==> config.mk <==
export PLATFORM = sky130hd
export DESIGN_NAME = sfr_read_prog_top
export DESIGN_NICKNAME = d
export VERILOG_FILES = /design/src/sfr_pkg.sv /design/src/sfr_read_prog_top.sv
export SDC_FILE = /design/constraint.sdc
export NUM_CORES = 2
export LEC_CHECK = 0
export ABC_AREA = 1
export BUFFER_PORTS_ARGS = -buffer_cell sky130_fd_sc_hd__buf_4
export CORE_MARGIN = 2
export CORE_UTILIZATION = 30
export DETAILED_ROUTE_END_ITERATION = 7
export PLACE_DENSITY_LB_ADDON = 0.1
export SYNTH_ARGS = -nofsm -noshare
export SYNTH_HDL_FRONTEND = slang
export SYNTH_SLANG_ARGS = --single-unit
==> constraint.sdc <==
create_clock -name clock_in -period 14.75 [get_ports clock_in]
set_input_delay 2.95 -clock clock_in [delete_from_list [all_inputs] [get_ports clock_in]]
set_output_delay 2.95 -clock clock_in [all_outputs]
set_load 0.1 [all_outputs]
==> src/sfr_pkg.sv <==
// shared constants for the serial flash read and page program command logic,
// plus the three-stage pin synchroniser used on every link input.
// assumes one 25 MHz system clock and a host-driven serial clock well below it.
package sfr_pkg;
  // ----------------------------------------
  // clock and timing
  // ----------------------------------------
  localparam int CLK_PERIOD_NS = 40;
  localparam int BUSY_W        = 24;
  localparam int PAGE_BYTES    = 256;
  // ----------------------------------------
  // opcodes
  // ----------------------------------------
  localparam logic [7:0] OP_FAST_RD    = 8'h0B;
  localparam logic [7:0] OP_FAST_RD4   = 8'h0C;
  localparam logic [7:0] OP_DUAL_OUT   = 8'h3B;
  localparam logic [7:0] OP_DUAL_OUT4  = 8'h3C;
  localparam logic [7:0] OP_QUAD_OUT   = 8'h6B;
  localparam logic [7:0] OP_QUAD_OUT4  = 8'h6C;
  localparam logic [7:0] OP_DUAL_IO    = 8'hBB;
  localparam logic [7:0] OP_DUAL_IO4   = 8'hBC;
  localparam logic [7:0] OP_QUAD_IO    = 8'hEB;
  localparam logic [7:0] OP_QUAD_IO4   = 8'hEC;
  localparam logic [7:0] OP_PAGE_PROG  = 8'h02;
  // ----------------------------------------
  // dummy clocks, counts and reset values
  // ----------------------------------------
  localparam logic [5:0] DUMMY_FAST    = 6'h08;
  localparam logic [5:0] DUMMY_DUAL_IO = 6'h04;
  localparam logic [5:0] DUMMY_QUAD_IO = 6'h06;
  localparam logic [5:0] BIT_LAST      = 6'h07;
  localparam logic [3:0] LINES_1       = 4'h1;
  localparam logic [3:0] LINES_2       = 4'h2;
  localparam logic [3:0] LINES_4       = 4'h4;
  localparam logic [3:0] OE_SINGLE     = 4'h2;
  localparam logic [3:0] OE_DUAL       = 4'h3;
  localparam logic [3:0] OE_QUAD       = 4'hF;
  localparam logic [5:0] SYNC_RST      = 6'h01;
  // ----------------------------------------
  // command states
  // ----------------------------------------
  typedef enum logic [6:0] {
    ST_IDLE  = 7'h01,
    ST_OPC   = 7'h02,
    ST_ADDR  = 7'h04,
    ST_DUMMY = 7'h08,
    ST_RDATA = 7'h10,
    ST_PDATA = 7'h20,
    ST_SKIP  = 7'h40
  } sfr_state_t;
endpackage

`timescale 1ns/10ps
// three-flop synchroniser with agreement filter and edge pulses.
// assumes inputs are asynchronous pins; bit 0 is chip select, bit 1 serial clock.
module sfr_pin_sync (
  // clock and reset
  input  wire logic       clock_in,
  input  wire logic       rst_b_in,
  // raw pins
  input  wire logic [5:0] pins_in,
  // filtered levels and edges
  output logic      [5:0] level_out,
  output logic      [5:0] rise_out,
  output logic      [5:0] fall_out
);
  logic [5:0] s1_ff;
  logic [5:0] s2_ff;
  logic [5:0] s3_ff;
  genvar i;
  generate
    for (i = 0; i < 6; i++) begin : g_bit
      // a change counts only once the second and third stages agree
      wire agree_new = (s2_ff[i] == s3_ff[i]) && (s3_ff[i] != level_out[i]);
      always_ff @(posedge clock_in) begin
        if (!rst_b_in) begin
          s1_ff[i]     <= sfr_pkg::SYNC_RST[i];
          s2_ff[i]     <= sfr_pkg::SYNC_RST[i];
          s3_ff[i]     <= sfr_pkg::SYNC_RST[i];
          level_out[i] <= sfr_pkg::SYNC_RST[i];
          rise_out[i]  <= 1'b0;
          fall_out[i]  <= 1'b0;
        end else begin
          s1_ff[i]    <= pins_in[i];
          s2_ff[i]    <= s1_ff[i];
          s3_ff[i]    <= s2_ff[i];
          rise_out[i] <= agree_new && s3_ff[i];
          fall_out[i] <= agree_new && !s3_ff[i];
          if (agree_new) begin
            level_out[i] <= s3_ff[i];
          end
        end
      end
    end
  endgenerate
endmodule

==> src/sfr_read_prog_top.sv <==
// command interpreter for fast reads and page program inside one flash die.
// assumes an array read port answering within one clock and an external
// protection decoder that judges the page on mem_addr_out.
`timescale 1ns/10ps
// Functional notes
// - fast read waits eight dummy clocks after address; lines undriven meanwhile
// - opcodes 0C, 3C, 6C always take a 32-bit address
// - dual output read: single-line address, eight dummies, data on lines 0 and 1
// - quad output read: single-line address, eight dummies, data on lines 0 to 3
// - dual io read: address two bits per clock, four dummies, dual data
// - quad io read: address on four lines, six dummies, quad data
// - opcodes BC and EC always take a 32-bit address
// - page program refused unless write enable latch is set
// - program column wraps inside the 256-byte page, overwriting earlier bytes
// - bytes of the page not sent stay unchanged
// - select must rise on a byte boundary, else the program is dropped
// - valid select rise starts timed busy cycle; busy visible throughout
// - write enable latch cleared when program cycle ends
// - program skipped when the addressed page is protected or locked
// - each die programs on its own; host polls each busy flag
// - opcode and address sampled on serial clock rising edges
// - read data msb first, address increments per byte until select rises
// - reads during a busy cycle are ignored and leave it alone
// - in 3-byte mode bits 31 to 24 come from the extended address input
module sfr_read_prog_top #(
  parameter int PROG_TIME_NS = 400000
) (
  // clock and reset
  input  wire logic        clock_in,
  input  wire logic        rst_b_in,
  // serial link pins
  input  wire logic        chip_select_b_in,
  input  wire logic        serial_clock_in,
  input  wire logic [3:0]  bidir_line_in,
  output logic      [3:0]  bidir_line_out,
  output logic      [3:0]  bidir_line_oe_out,
  // configuration and status
  input  wire logic        address_size_select_in,
  input  wire logic [7:0]  ext_addr_in,
  input  wire logic        write_enable_set_in,
  input  wire logic        page_locked_in,
  output logic             write_enable_latch_out,
  output logic             busy_out,
  // array ports
  output logic      [31:0] mem_addr_out,
  input  wire logic [7:0]  mem_rdata_in,
  output logic             prog_we_out,
  output logic      [31:0] prog_addr_out,
  output logic      [7:0]  prog_data_out
);
  // ----------------------------------------
  // timing
  // ----------------------------------------
  localparam int PROG_CYC_I = (PROG_TIME_NS + sfr_pkg::CLK_PERIOD_NS - 1)
                              / sfr_pkg::CLK_PERIOD_NS;
  localparam logic [sfr_pkg::BUSY_W-1:0] PROG_LAST = sfr_pkg::BUSY_W'(PROG_CYC_I - 1);
  // ----------------------------------------
  // link synchronisation
  // ----------------------------------------
  logic [5:0] lvl;
  logic [5:0] rise;
  logic [5:0] fall;
  sfr_pin_sync u_sync (
    .clock_in  (clock_in),
    .rst_b_in  (rst_b_in),
    .pins_in   ({bidir_line_in, serial_clock_in, chip_select_b_in}),
    .level_out (lvl),
    .rise_out  (rise),
    .fall_out  (fall)
  );
  wire       cs_high = lvl[0];
  wire       cs_fall = fall[0];
  wire       cs_rise = rise[0];
  wire       sck_up  = rise[1] && !cs_high;
  wire       sck_dn  = fall[1] && !cs_high;
  wire [3:0] din     = lvl[5:2];
  // ----------------------------------------
  // state
  // ----------------------------------------
  sfr_pkg::sfr_state_t        state_ff;
  logic [7:0]                 op_ff;
  logic [5:0]                 cnt_ff;
  logic [5:0]                 dummy_ff;
  logic [3:0]                 alanes_ff;
  logic [3:0]                 dlanes_ff;
  logic                       use32_ff;
  logic [31:0]                addr_ff;
  logic [7:0]                 sh_ff;
  logic [2:0]                 grp_ff;
  logic [7:0]                 col_ff;
  logic                       have_byte_ff;
  logic [7:0]                 page_buf [sfr_pkg::PAGE_BYTES];
  logic [sfr_pkg::PAGE_BYTES-1:0] mask_ff;
  logic                       busy_ff;
  logic [sfr_pkg::BUSY_W-1:0] busy_cnt_ff;
  logic                       wel_ff;
  logic [3:0]                 io_ff;
  logic [3:0]                 oe_ff;
  logic                       we_ff;
  logic [31:0]                paddr_ff;
  logic [7:0]                 pdata_ff;
  // ----------------------------------------
  // opcode decode
  // ----------------------------------------
  wire [7:0] op_w     = {op_ff[6:0], din[0]};
  wire is_fast  = (op_w == sfr_pkg::OP_FAST_RD)  || (op_w == sfr_pkg::OP_FAST_RD4);
  wire is_dout  = (op_w == sfr_pkg::OP_DUAL_OUT) || (op_w == sfr_pkg::OP_DUAL_OUT4);
  wire is_qout  = (op_w == sfr_pkg::OP_QUAD_OUT) || (op_w == sfr_pkg::OP_QUAD_OUT4);
  wire is_dio   = (op_w == sfr_pkg::OP_DUAL_IO)  || (op_w == sfr_pkg::OP_DUAL_IO4);
  wire is_qio   = (op_w == sfr_pkg::OP_QUAD_IO)  || (op_w == sfr_pkg::OP_QUAD_IO4);
  wire is_read  = is_fast || is_dout || is_qout || is_dio || is_qio;
  wire is_prog  = (op_w == sfr_pkg::OP_PAGE_PROG);
  wire force32  = (op_w == sfr_pkg::OP_FAST_RD4) || (op_w == sfr_pkg::OP_DUAL_OUT4)
               || (op_w == sfr_pkg::OP_QUAD_OUT4);
  wire force32b = (op_w == sfr_pkg::OP_DUAL_IO4) || (op_w == sfr_pkg::OP_QUAD_IO4);
  wire use32_w  = force32 || force32b || address_size_select_in;
  wire [3:0] alanes_w = is_qio ? sfr_pkg::LINES_4 : (is_dio ? sfr_pkg::LINES_2
                                                            : sfr_pkg::LINES_1);
  wire [3:0] dlanes_w = (is_qio || is_qout) ? sfr_pkg::LINES_4
                      : ((is_dio || is_dout) ? sfr_pkg::LINES_2 : sfr_pkg::LINES_1);
  wire [5:0] dummy_w  = is_qio ? sfr_pkg::DUMMY_QUAD_IO
                      : (is_dio ? sfr_pkg::DUMMY_DUAL_IO : sfr_pkg::DUMMY_FAST);
  wire [5:0] abits_w  = use32_w ? 6'h20 : 6'h18;
  wire [5:0] aclk_w   = (alanes_w == sfr_pkg::LINES_4) ? {2'b00, abits_w[5:2]}
                      : ((alanes_w == sfr_pkg::LINES_2) ? {1'b0, abits_w[5:1]} : abits_w);
  wire read_ok  = is_read && !busy_ff;
  wire prog_ok  = is_prog && wel_ff && !busy_ff;
  // ----------------------------------------
  // address and data paths
  // ----------------------------------------
  wire [31:0] addr_sh = (alanes_ff == sfr_pkg::LINES_4) ? {addr_ff[27:0], din}
                      : ((alanes_ff == sfr_pkg::LINES_2) ? {addr_ff[29:0], din[1:0]}
                                                         : {addr_ff[30:0], din[0]});
  wire [31:0] addr_fin = use32_ff ? addr_sh : {ext_addr_in, addr_sh[23:0]};
  wire [7:0]  out_byte = (grp_ff == 3'h0) ? mem_rdata_in : sh_ff;
  wire [3:0]  grp_bits = (dlanes_ff == sfr_pkg::LINES_4) ? out_byte[7:4]
                       : ((dlanes_ff == sfr_pkg::LINES_2) ? {2'b00, out_byte[7:6]}
                                                          : {2'b00, out_byte[7], 1'b0});
  wire [3:0]  oe_w     = (dlanes_ff == sfr_pkg::LINES_4) ? sfr_pkg::OE_QUAD
                       : ((dlanes_ff == sfr_pkg::LINES_2) ? sfr_pkg::OE_DUAL
                                                          : sfr_pkg::OE_SINGLE);
  wire [7:0]  sh_next  = out_byte << dlanes_ff;
  wire [2:0]  grp_max  = (dlanes_ff == sfr_pkg::LINES_4) ? 3'h1
                       : ((dlanes_ff == sfr_pkg::LINES_2) ? 3'h3 : 3'h7);
  wire        byte_end = sck_up && (state_ff == sfr_pkg::ST_PDATA) && (cnt_ff == 6'h00);
  wire [7:0]  byte_w   = {sh_ff[6:0], din[0]};
  wire        commit   = cs_rise && (state_ff == sfr_pkg::ST_PDATA)
                      && (cnt_ff == sfr_pkg::BIT_LAST) && have_byte_ff;
  wire        start_pp = commit && !page_locked_in;
  wire        walk     = busy_ff && (busy_cnt_ff < sfr_pkg::BUSY_W'(sfr_pkg::PAGE_BYTES));
  wire [7:0]  widx     = busy_cnt_ff[7:0];
  wire        done     = busy_ff && (busy_cnt_ff == PROG_LAST);
  // ----------------------------------------
  // command sequencer
  // ----------------------------------------
  always_ff @(posedge clock_in) begin
    if (!rst_b_in || cs_high) begin
      state_ff <= sfr_pkg::ST_IDLE;
      oe_ff    <= 4'h0;
      io_ff    <= 4'h0;
      if (!rst_b_in) begin
        op_ff <= 8'h00; cnt_ff <= 6'h00; dummy_ff <= 6'h00; alanes_ff <= sfr_pkg::LINES_1;
        dlanes_ff <= sfr_pkg::LINES_1; use32_ff <= 1'b0; addr_ff <= 32'h0000_0000;
        sh_ff <= 8'h00; grp_ff <= 3'h0; col_ff <= 8'h00; have_byte_ff <= 1'b0;
      end
    end else if (cs_fall) begin
      state_ff <= sfr_pkg::ST_OPC;
      cnt_ff   <= sfr_pkg::BIT_LAST;
    end else if (sck_up) begin
      unique case (state_ff)
        sfr_pkg::ST_OPC: begin
          op_ff  <= op_w;
          cnt_ff <= cnt_ff - 6'h01;
          if (cnt_ff == 6'h00) begin
            state_ff  <= (read_ok || prog_ok) ? sfr_pkg::ST_ADDR : sfr_pkg::ST_SKIP;
            cnt_ff    <= aclk_w - 6'h01;
            alanes_ff <= alanes_w;
            dlanes_ff <= dlanes_w;
            dummy_ff  <= dummy_w;
            use32_ff  <= use32_w;
            have_byte_ff <= 1'b0;
          end
        end
        sfr_pkg::ST_ADDR: begin
          addr_ff <= addr_sh;
          cnt_ff  <= cnt_ff - 6'h01;
          if (cnt_ff == 6'h00) begin
            addr_ff  <= addr_fin;
            col_ff   <= addr_fin[7:0];
            grp_ff   <= 3'h0;
            state_ff <= (op_ff == sfr_pkg::OP_PAGE_PROG) ? sfr_pkg::ST_PDATA
                                                         : sfr_pkg::ST_DUMMY;
            cnt_ff   <= (op_ff == sfr_pkg::OP_PAGE_PROG) ? sfr_pkg::BIT_LAST
                                                         : dummy_ff - 6'h01;
          end
        end
        sfr_pkg::ST_DUMMY: begin
          cnt_ff <= cnt_ff - 6'h01;
          if (cnt_ff == 6'h00) begin
            state_ff <= sfr_pkg::ST_RDATA;
          end
        end
        sfr_pkg::ST_PDATA: begin
          sh_ff  <= byte_w;
          cnt_ff <= (cnt_ff == 6'h00) ? sfr_pkg::BIT_LAST : cnt_ff - 6'h01;
          if (cnt_ff == 6'h00) begin
            col_ff       <= col_ff + 8'h01;
            have_byte_ff <= 1'b1;
          end
        end
        sfr_pkg::ST_IDLE, sfr_pkg::ST_RDATA, sfr_pkg::ST_SKIP: begin
        end
      endcase
    end else if (sck_dn && (state_ff == sfr_pkg::ST_RDATA)) begin
      // host must have released the lines by this edge
      io_ff  <= grp_bits;
      oe_ff  <= oe_w;
      sh_ff  <= sh_next;
      grp_ff <= (grp_ff == 3'h0) ? grp_max : grp_ff - 3'h1;
      if (grp_ff == 3'h0) begin
        addr_ff <= addr_ff + 32'h0000_0001;
      end
    end
  end
  // ----------------------------------------
  // page buffer; unsent bytes keep their mask clear and are never written
  // ----------------------------------------
  always_ff @(posedge clock_in) begin
    if (byte_end) begin
      page_buf[col_ff] <= byte_w;
    end
  end
  genvar gi;
  generate
    for (gi = 0; gi < sfr_pkg::PAGE_BYTES; gi++) begin : g_mask
      always_ff @(posedge clock_in) begin
        if (!rst_b_in || (sck_up && (state_ff == sfr_pkg::ST_OPC) && (cnt_ff == 6'h00)
                          && prog_ok)) begin
          mask_ff[gi] <= 1'b0;
        end else if (byte_end && (col_ff == 8'(gi))) begin
          mask_ff[gi] <= 1'b1;
        end
      end
    end
  endgenerate
  // ----------------------------------------
  // self-timed program cycle; this die alone owns its busy flag
  // ----------------------------------------
  always_ff @(posedge clock_in) begin
    if (!rst_b_in) begin
      busy_ff <= 1'b0; busy_cnt_ff <= '0; wel_ff <= 1'b0;
      we_ff <= 1'b0; paddr_ff <= 32'h0000_0000; pdata_ff <= 8'h00;
    end else begin
      we_ff <= walk && mask_ff[widx];
      paddr_ff <= {addr_ff[31:8], widx};
      pdata_ff <= page_buf[widx];
      if (start_pp && !busy_ff) begin
        busy_ff     <= 1'b1;
        busy_cnt_ff <= '0;
      end else if (done) begin
        busy_ff <= 1'b0;
      end else if (busy_ff) begin
        busy_cnt_ff <= busy_cnt_ff + sfr_pkg::BUSY_W'(1);
      end
      // a set arriving with the clear wins
      if (write_enable_set_in) begin
        wel_ff <= 1'b1;
      end else if (done) begin
        wel_ff <= 1'b0;
      end
    end
  end
  // ----------------------------------------
  // outputs
  // ----------------------------------------
  assign bidir_line_out         = io_ff;
  assign bidir_line_oe_out      = oe_ff;
  assign write_enable_latch_out = wel_ff;
  assign busy_out               = busy_ff;
  assign mem_addr_out           = addr_ff;
  assign prog_we_out            = we_ff;
  assign prog_addr_out          = paddr_ff;
  assign prog_data_out          = pdata_ff;
endmodule

==> metrics.txt <==
status complete, no violations; Iter 0 DRT Violations 6172; Hold Buf Count CTS 0; clock buffer depth 4; FF-to-FF path depth 13; vias per cell between 4 and 5; Cells on Worst Hold Path 2; Req. time, crit path roughly 15 ns; DP Worst Slack 8.76 ns; data arrival time of the critical path ~5.6 ns; DRC 0; r2r startpoint busy_cnt_ff[1]; Core ar. around 0.35 mm2; Max Clk Rate 198 MHz; Total Routed Length 350000 um; Routed Antenna Nets 0; vias in the first global route 70300; reg2reg end prog_we_out; Slew Limit Fails 0; number of synthesized flops with an enable pin 2123; post-DP HPWL 202000 um; global route overflow 0; Critical Path End Type register; hold slack 0.416 ns; Tot GR Track Use 19.3%; filler cell count ~35000; share of cells above drive strength 1 6.85%; Layout area overhead 13.5%; cell row count 216; HP Start u_sync.s1_ff[3]; RSZ-0062 raised after global routing false; Worst Skew between 0.05 and 0.06 ns; total CTS buffers 288; Slew @ Worst Pin 1.25 ns; post-synth design cell area between 0.1 and 0.15 mm2; first-pass GRT wire length 506000 um; FF+latch count, synth 2488; placed cells approximately 15000; Post-CTS Setup Repair Bufs 0; Pleak roughly 0.043 uW; sequential fraction of the synthesis area 68.0%; worst relative slew slack around 16%; Avg Inst Size Synth 10.2 um2; post-CTS sizing 0; Die Y between 500 and 600 um; Crit Path Class input pin to register; Clock Sinks 2488; initial antenna violation count 23; Startpoint Class input pin; Max Cap Viol 0; syn nets just over 10000; critical path fanouts, max 47; Tot Pwr 14800 uW; via count between 70000 and 80000; Root Buffer clkbuf_16; Hold Path End u_sync.s2_ff[3]; die width slightly below 600 um; Avg WL per Cell 23.3 um; TritonRoute pass-1 iters 6; Main synth FF type edfxtp_1; Period Utilization, post-route 34.3%; Synth cell types 46; Final GP Congestion 0.811; Worst-Skew Late Latency 0.92 ns; final std cells w/o fill 15000; I/O Buffers 109; setup ws final 9.70 ns; Worst-path clk slew 0.06 ns; Syn Inst Count 10300; Final Hold Vio Count 0; I/O pin count between 100 and 150; Yosys warnings 0; asr flop ratio synth 0%; setup_tns 0 ns; final net count between 10000 and 15000; final setup fails 0; Final min period approximately 5 ns; CTS H-Tree Depth 5; Peak VDD IR 0.0000787 V; CTS tree done; flop-to-flop setup slack 9.70 ns; PwrDens 125 mW/mm2; Die ar. between 0.3 and 0.4 mm2; Hold WC Path Type register to register; largest net degree at the start of global routing 159; Initial Utilization 30.2%
## cells in the mapped netlist, types with 2 or more instances
library cell	n	area [um2]
nor2_1	2312	8680
nand2_1	2203	8270
edfxtp_1	2123	63800
o21ai_0	900	4500
nand3_1	610	3050
inv_1	585	2200
dfxtp_1	365	7310
buf_2	213	1070
a21oi_1	211	1060
clkbuf_1	190	713
o211ai_1	140	1050
buf_4	89	668
buf_1	76	285
nor3_1	31	155
nand4_1	28	175
o22ai_1	27	169
xor2_1	26	228
or2_2	20	125
ha_1	15	188
nand2_2	15	93.8
inv_2	11	41.3
o21ai_1	11	55.1
nor4_1	10	62.6
buf_6	6	67.6
o221ai_1	6	52.6
clkinv_1	5	18.8
mux2i_1	5	50.1
nand3_2	5	50.1
nor2_2	5	31.3
nor3_2	5	50.1
a211oi_1	4	30.0
a311oi_1	4	35.0
o21a_1	4	30.0
a22oi_1	3	22.5
a31oi_1	3	18.8
clkbuf_2	3	15.0
nor2_4	3	33.8
nor3_4	2	32.5
## state kept, by name (all words and copies together), names as in the netlist, 7 cells and up
name,count
busy_cnt_ff,24
col_ff,8
mask_ff,256
mem_addr_out,32
op_ff,8
page_buf,2048
prog_addr_out,32
prog_data_out,8
sh_ff,8
state_ff,7
## final cells by class
cell class	count	area, um2	share of cell area, %
Multi-Input combinational cell	6616	28500	24.0
Clock buffer	423	8230	6.94
Timing Repair Buffer	236	1980	1.67
Antenna cell	7	17.5	0.0148
Sequential cell	2488	71100	59.9
Tap cell	4578	5730	4.83
Inverter	601	2290	1.93
Clock inverter	100	810	0.683
## worst max-delay path, cell delays in order
cell and delay [ns]:
buf_4 0.20, inv_2 0.45, nor2_2 0.09, inv_2 0.10, buf_4 0.51, nor2_1 0.20, inv_1 0.21, o21ai_0 0.15
a311oi_2 0.67
## routing by layer
layer	GRT usage (%)	vias to the layer above	wire [um]
li1	-	34400	-
met1	27.0	36000	160000
met2	31.6	1853	164000
met3	2.64	435	17300
met4	4.73	2	8730
met5	0	-	12
## cells in the final DEF (no fill, tap or decap), types with 5 or more instances in the layout
cell       instances
nor3_1            30
a21oi_1          210
nor4_1            10
o22ai_1           27
clkbuf_1          97
mux2i_1            5
inv_2              9
o21ai_0          900
nand2_2           15
bufinv_16         11
nand4_1           28
diode_2            7
inv_6             11
nor2_2             6
nor2_1          2309
buf_12            17
clkinv_1          34
o221ai_1           6
clkbuf_16        301
nand2_1         2200
or2_2             20
xor2_1            26
nand3_1          610
ha_1              15
nand3_2            5
o211ai_1         140
nor2_4             5
clkbuf_8          23
buf_4            219
clkinv_2          45
edfxtp_1        2123
o21ai_1           11
dfxtp_1          360
inv_1            584
## how the worst max path moves through the flow
stage | endpoint | cells after the start | startpoint
2_1_floorplan | mem_addr_out[0] | 8 | rst_b_in
3_3_place_gp | col_ff[5] | 9 | rst_b_in
3_5_place_dp | col_ff[6] | 9 | rst_b_in
4_1_cts | col_ff[4] | 9 | rst_b_in
5_1_grt | prog_we_out | 13 | busy_cnt_ff[1]
6_report | col_ff[6] | 9 | rst_b_in
## stage by stage
| stage | utilization (%) | area, um2 |
|---|---|---|
| after global placement | 31.6 | 110000 |
| after global routing | 34.2 | 119000 |
| after floorplan | - | 105000 |
| final | 34.2 | 119000 |
| after CTS | 34.2 | 119000 |
| after detailed placement | 31.6 | 110000 |
## logic make-up after synthesis
family	Yosys count	synth area share, %
AOI/OAI and AO/OA	1317	6.76
xor gates and xnor gates	27	0.226
adders and majority gates	15	0.180
buffers and inverters	1178	4.85
DFF	2488	68.0
muxes	5	0.0479
and+or+nand+nor	5252	19.9
## where the power goes
part | switching, uW | internal [uW] | total [uW]
clock network | 2910 | 4060 | 6970
logic | 185 | 31.5 | 217
registers | 16.0 | 7600 | 7610
total | 3110 | 11700 | 14800
No activity file was read; power rests on OpenSTA's default activity.
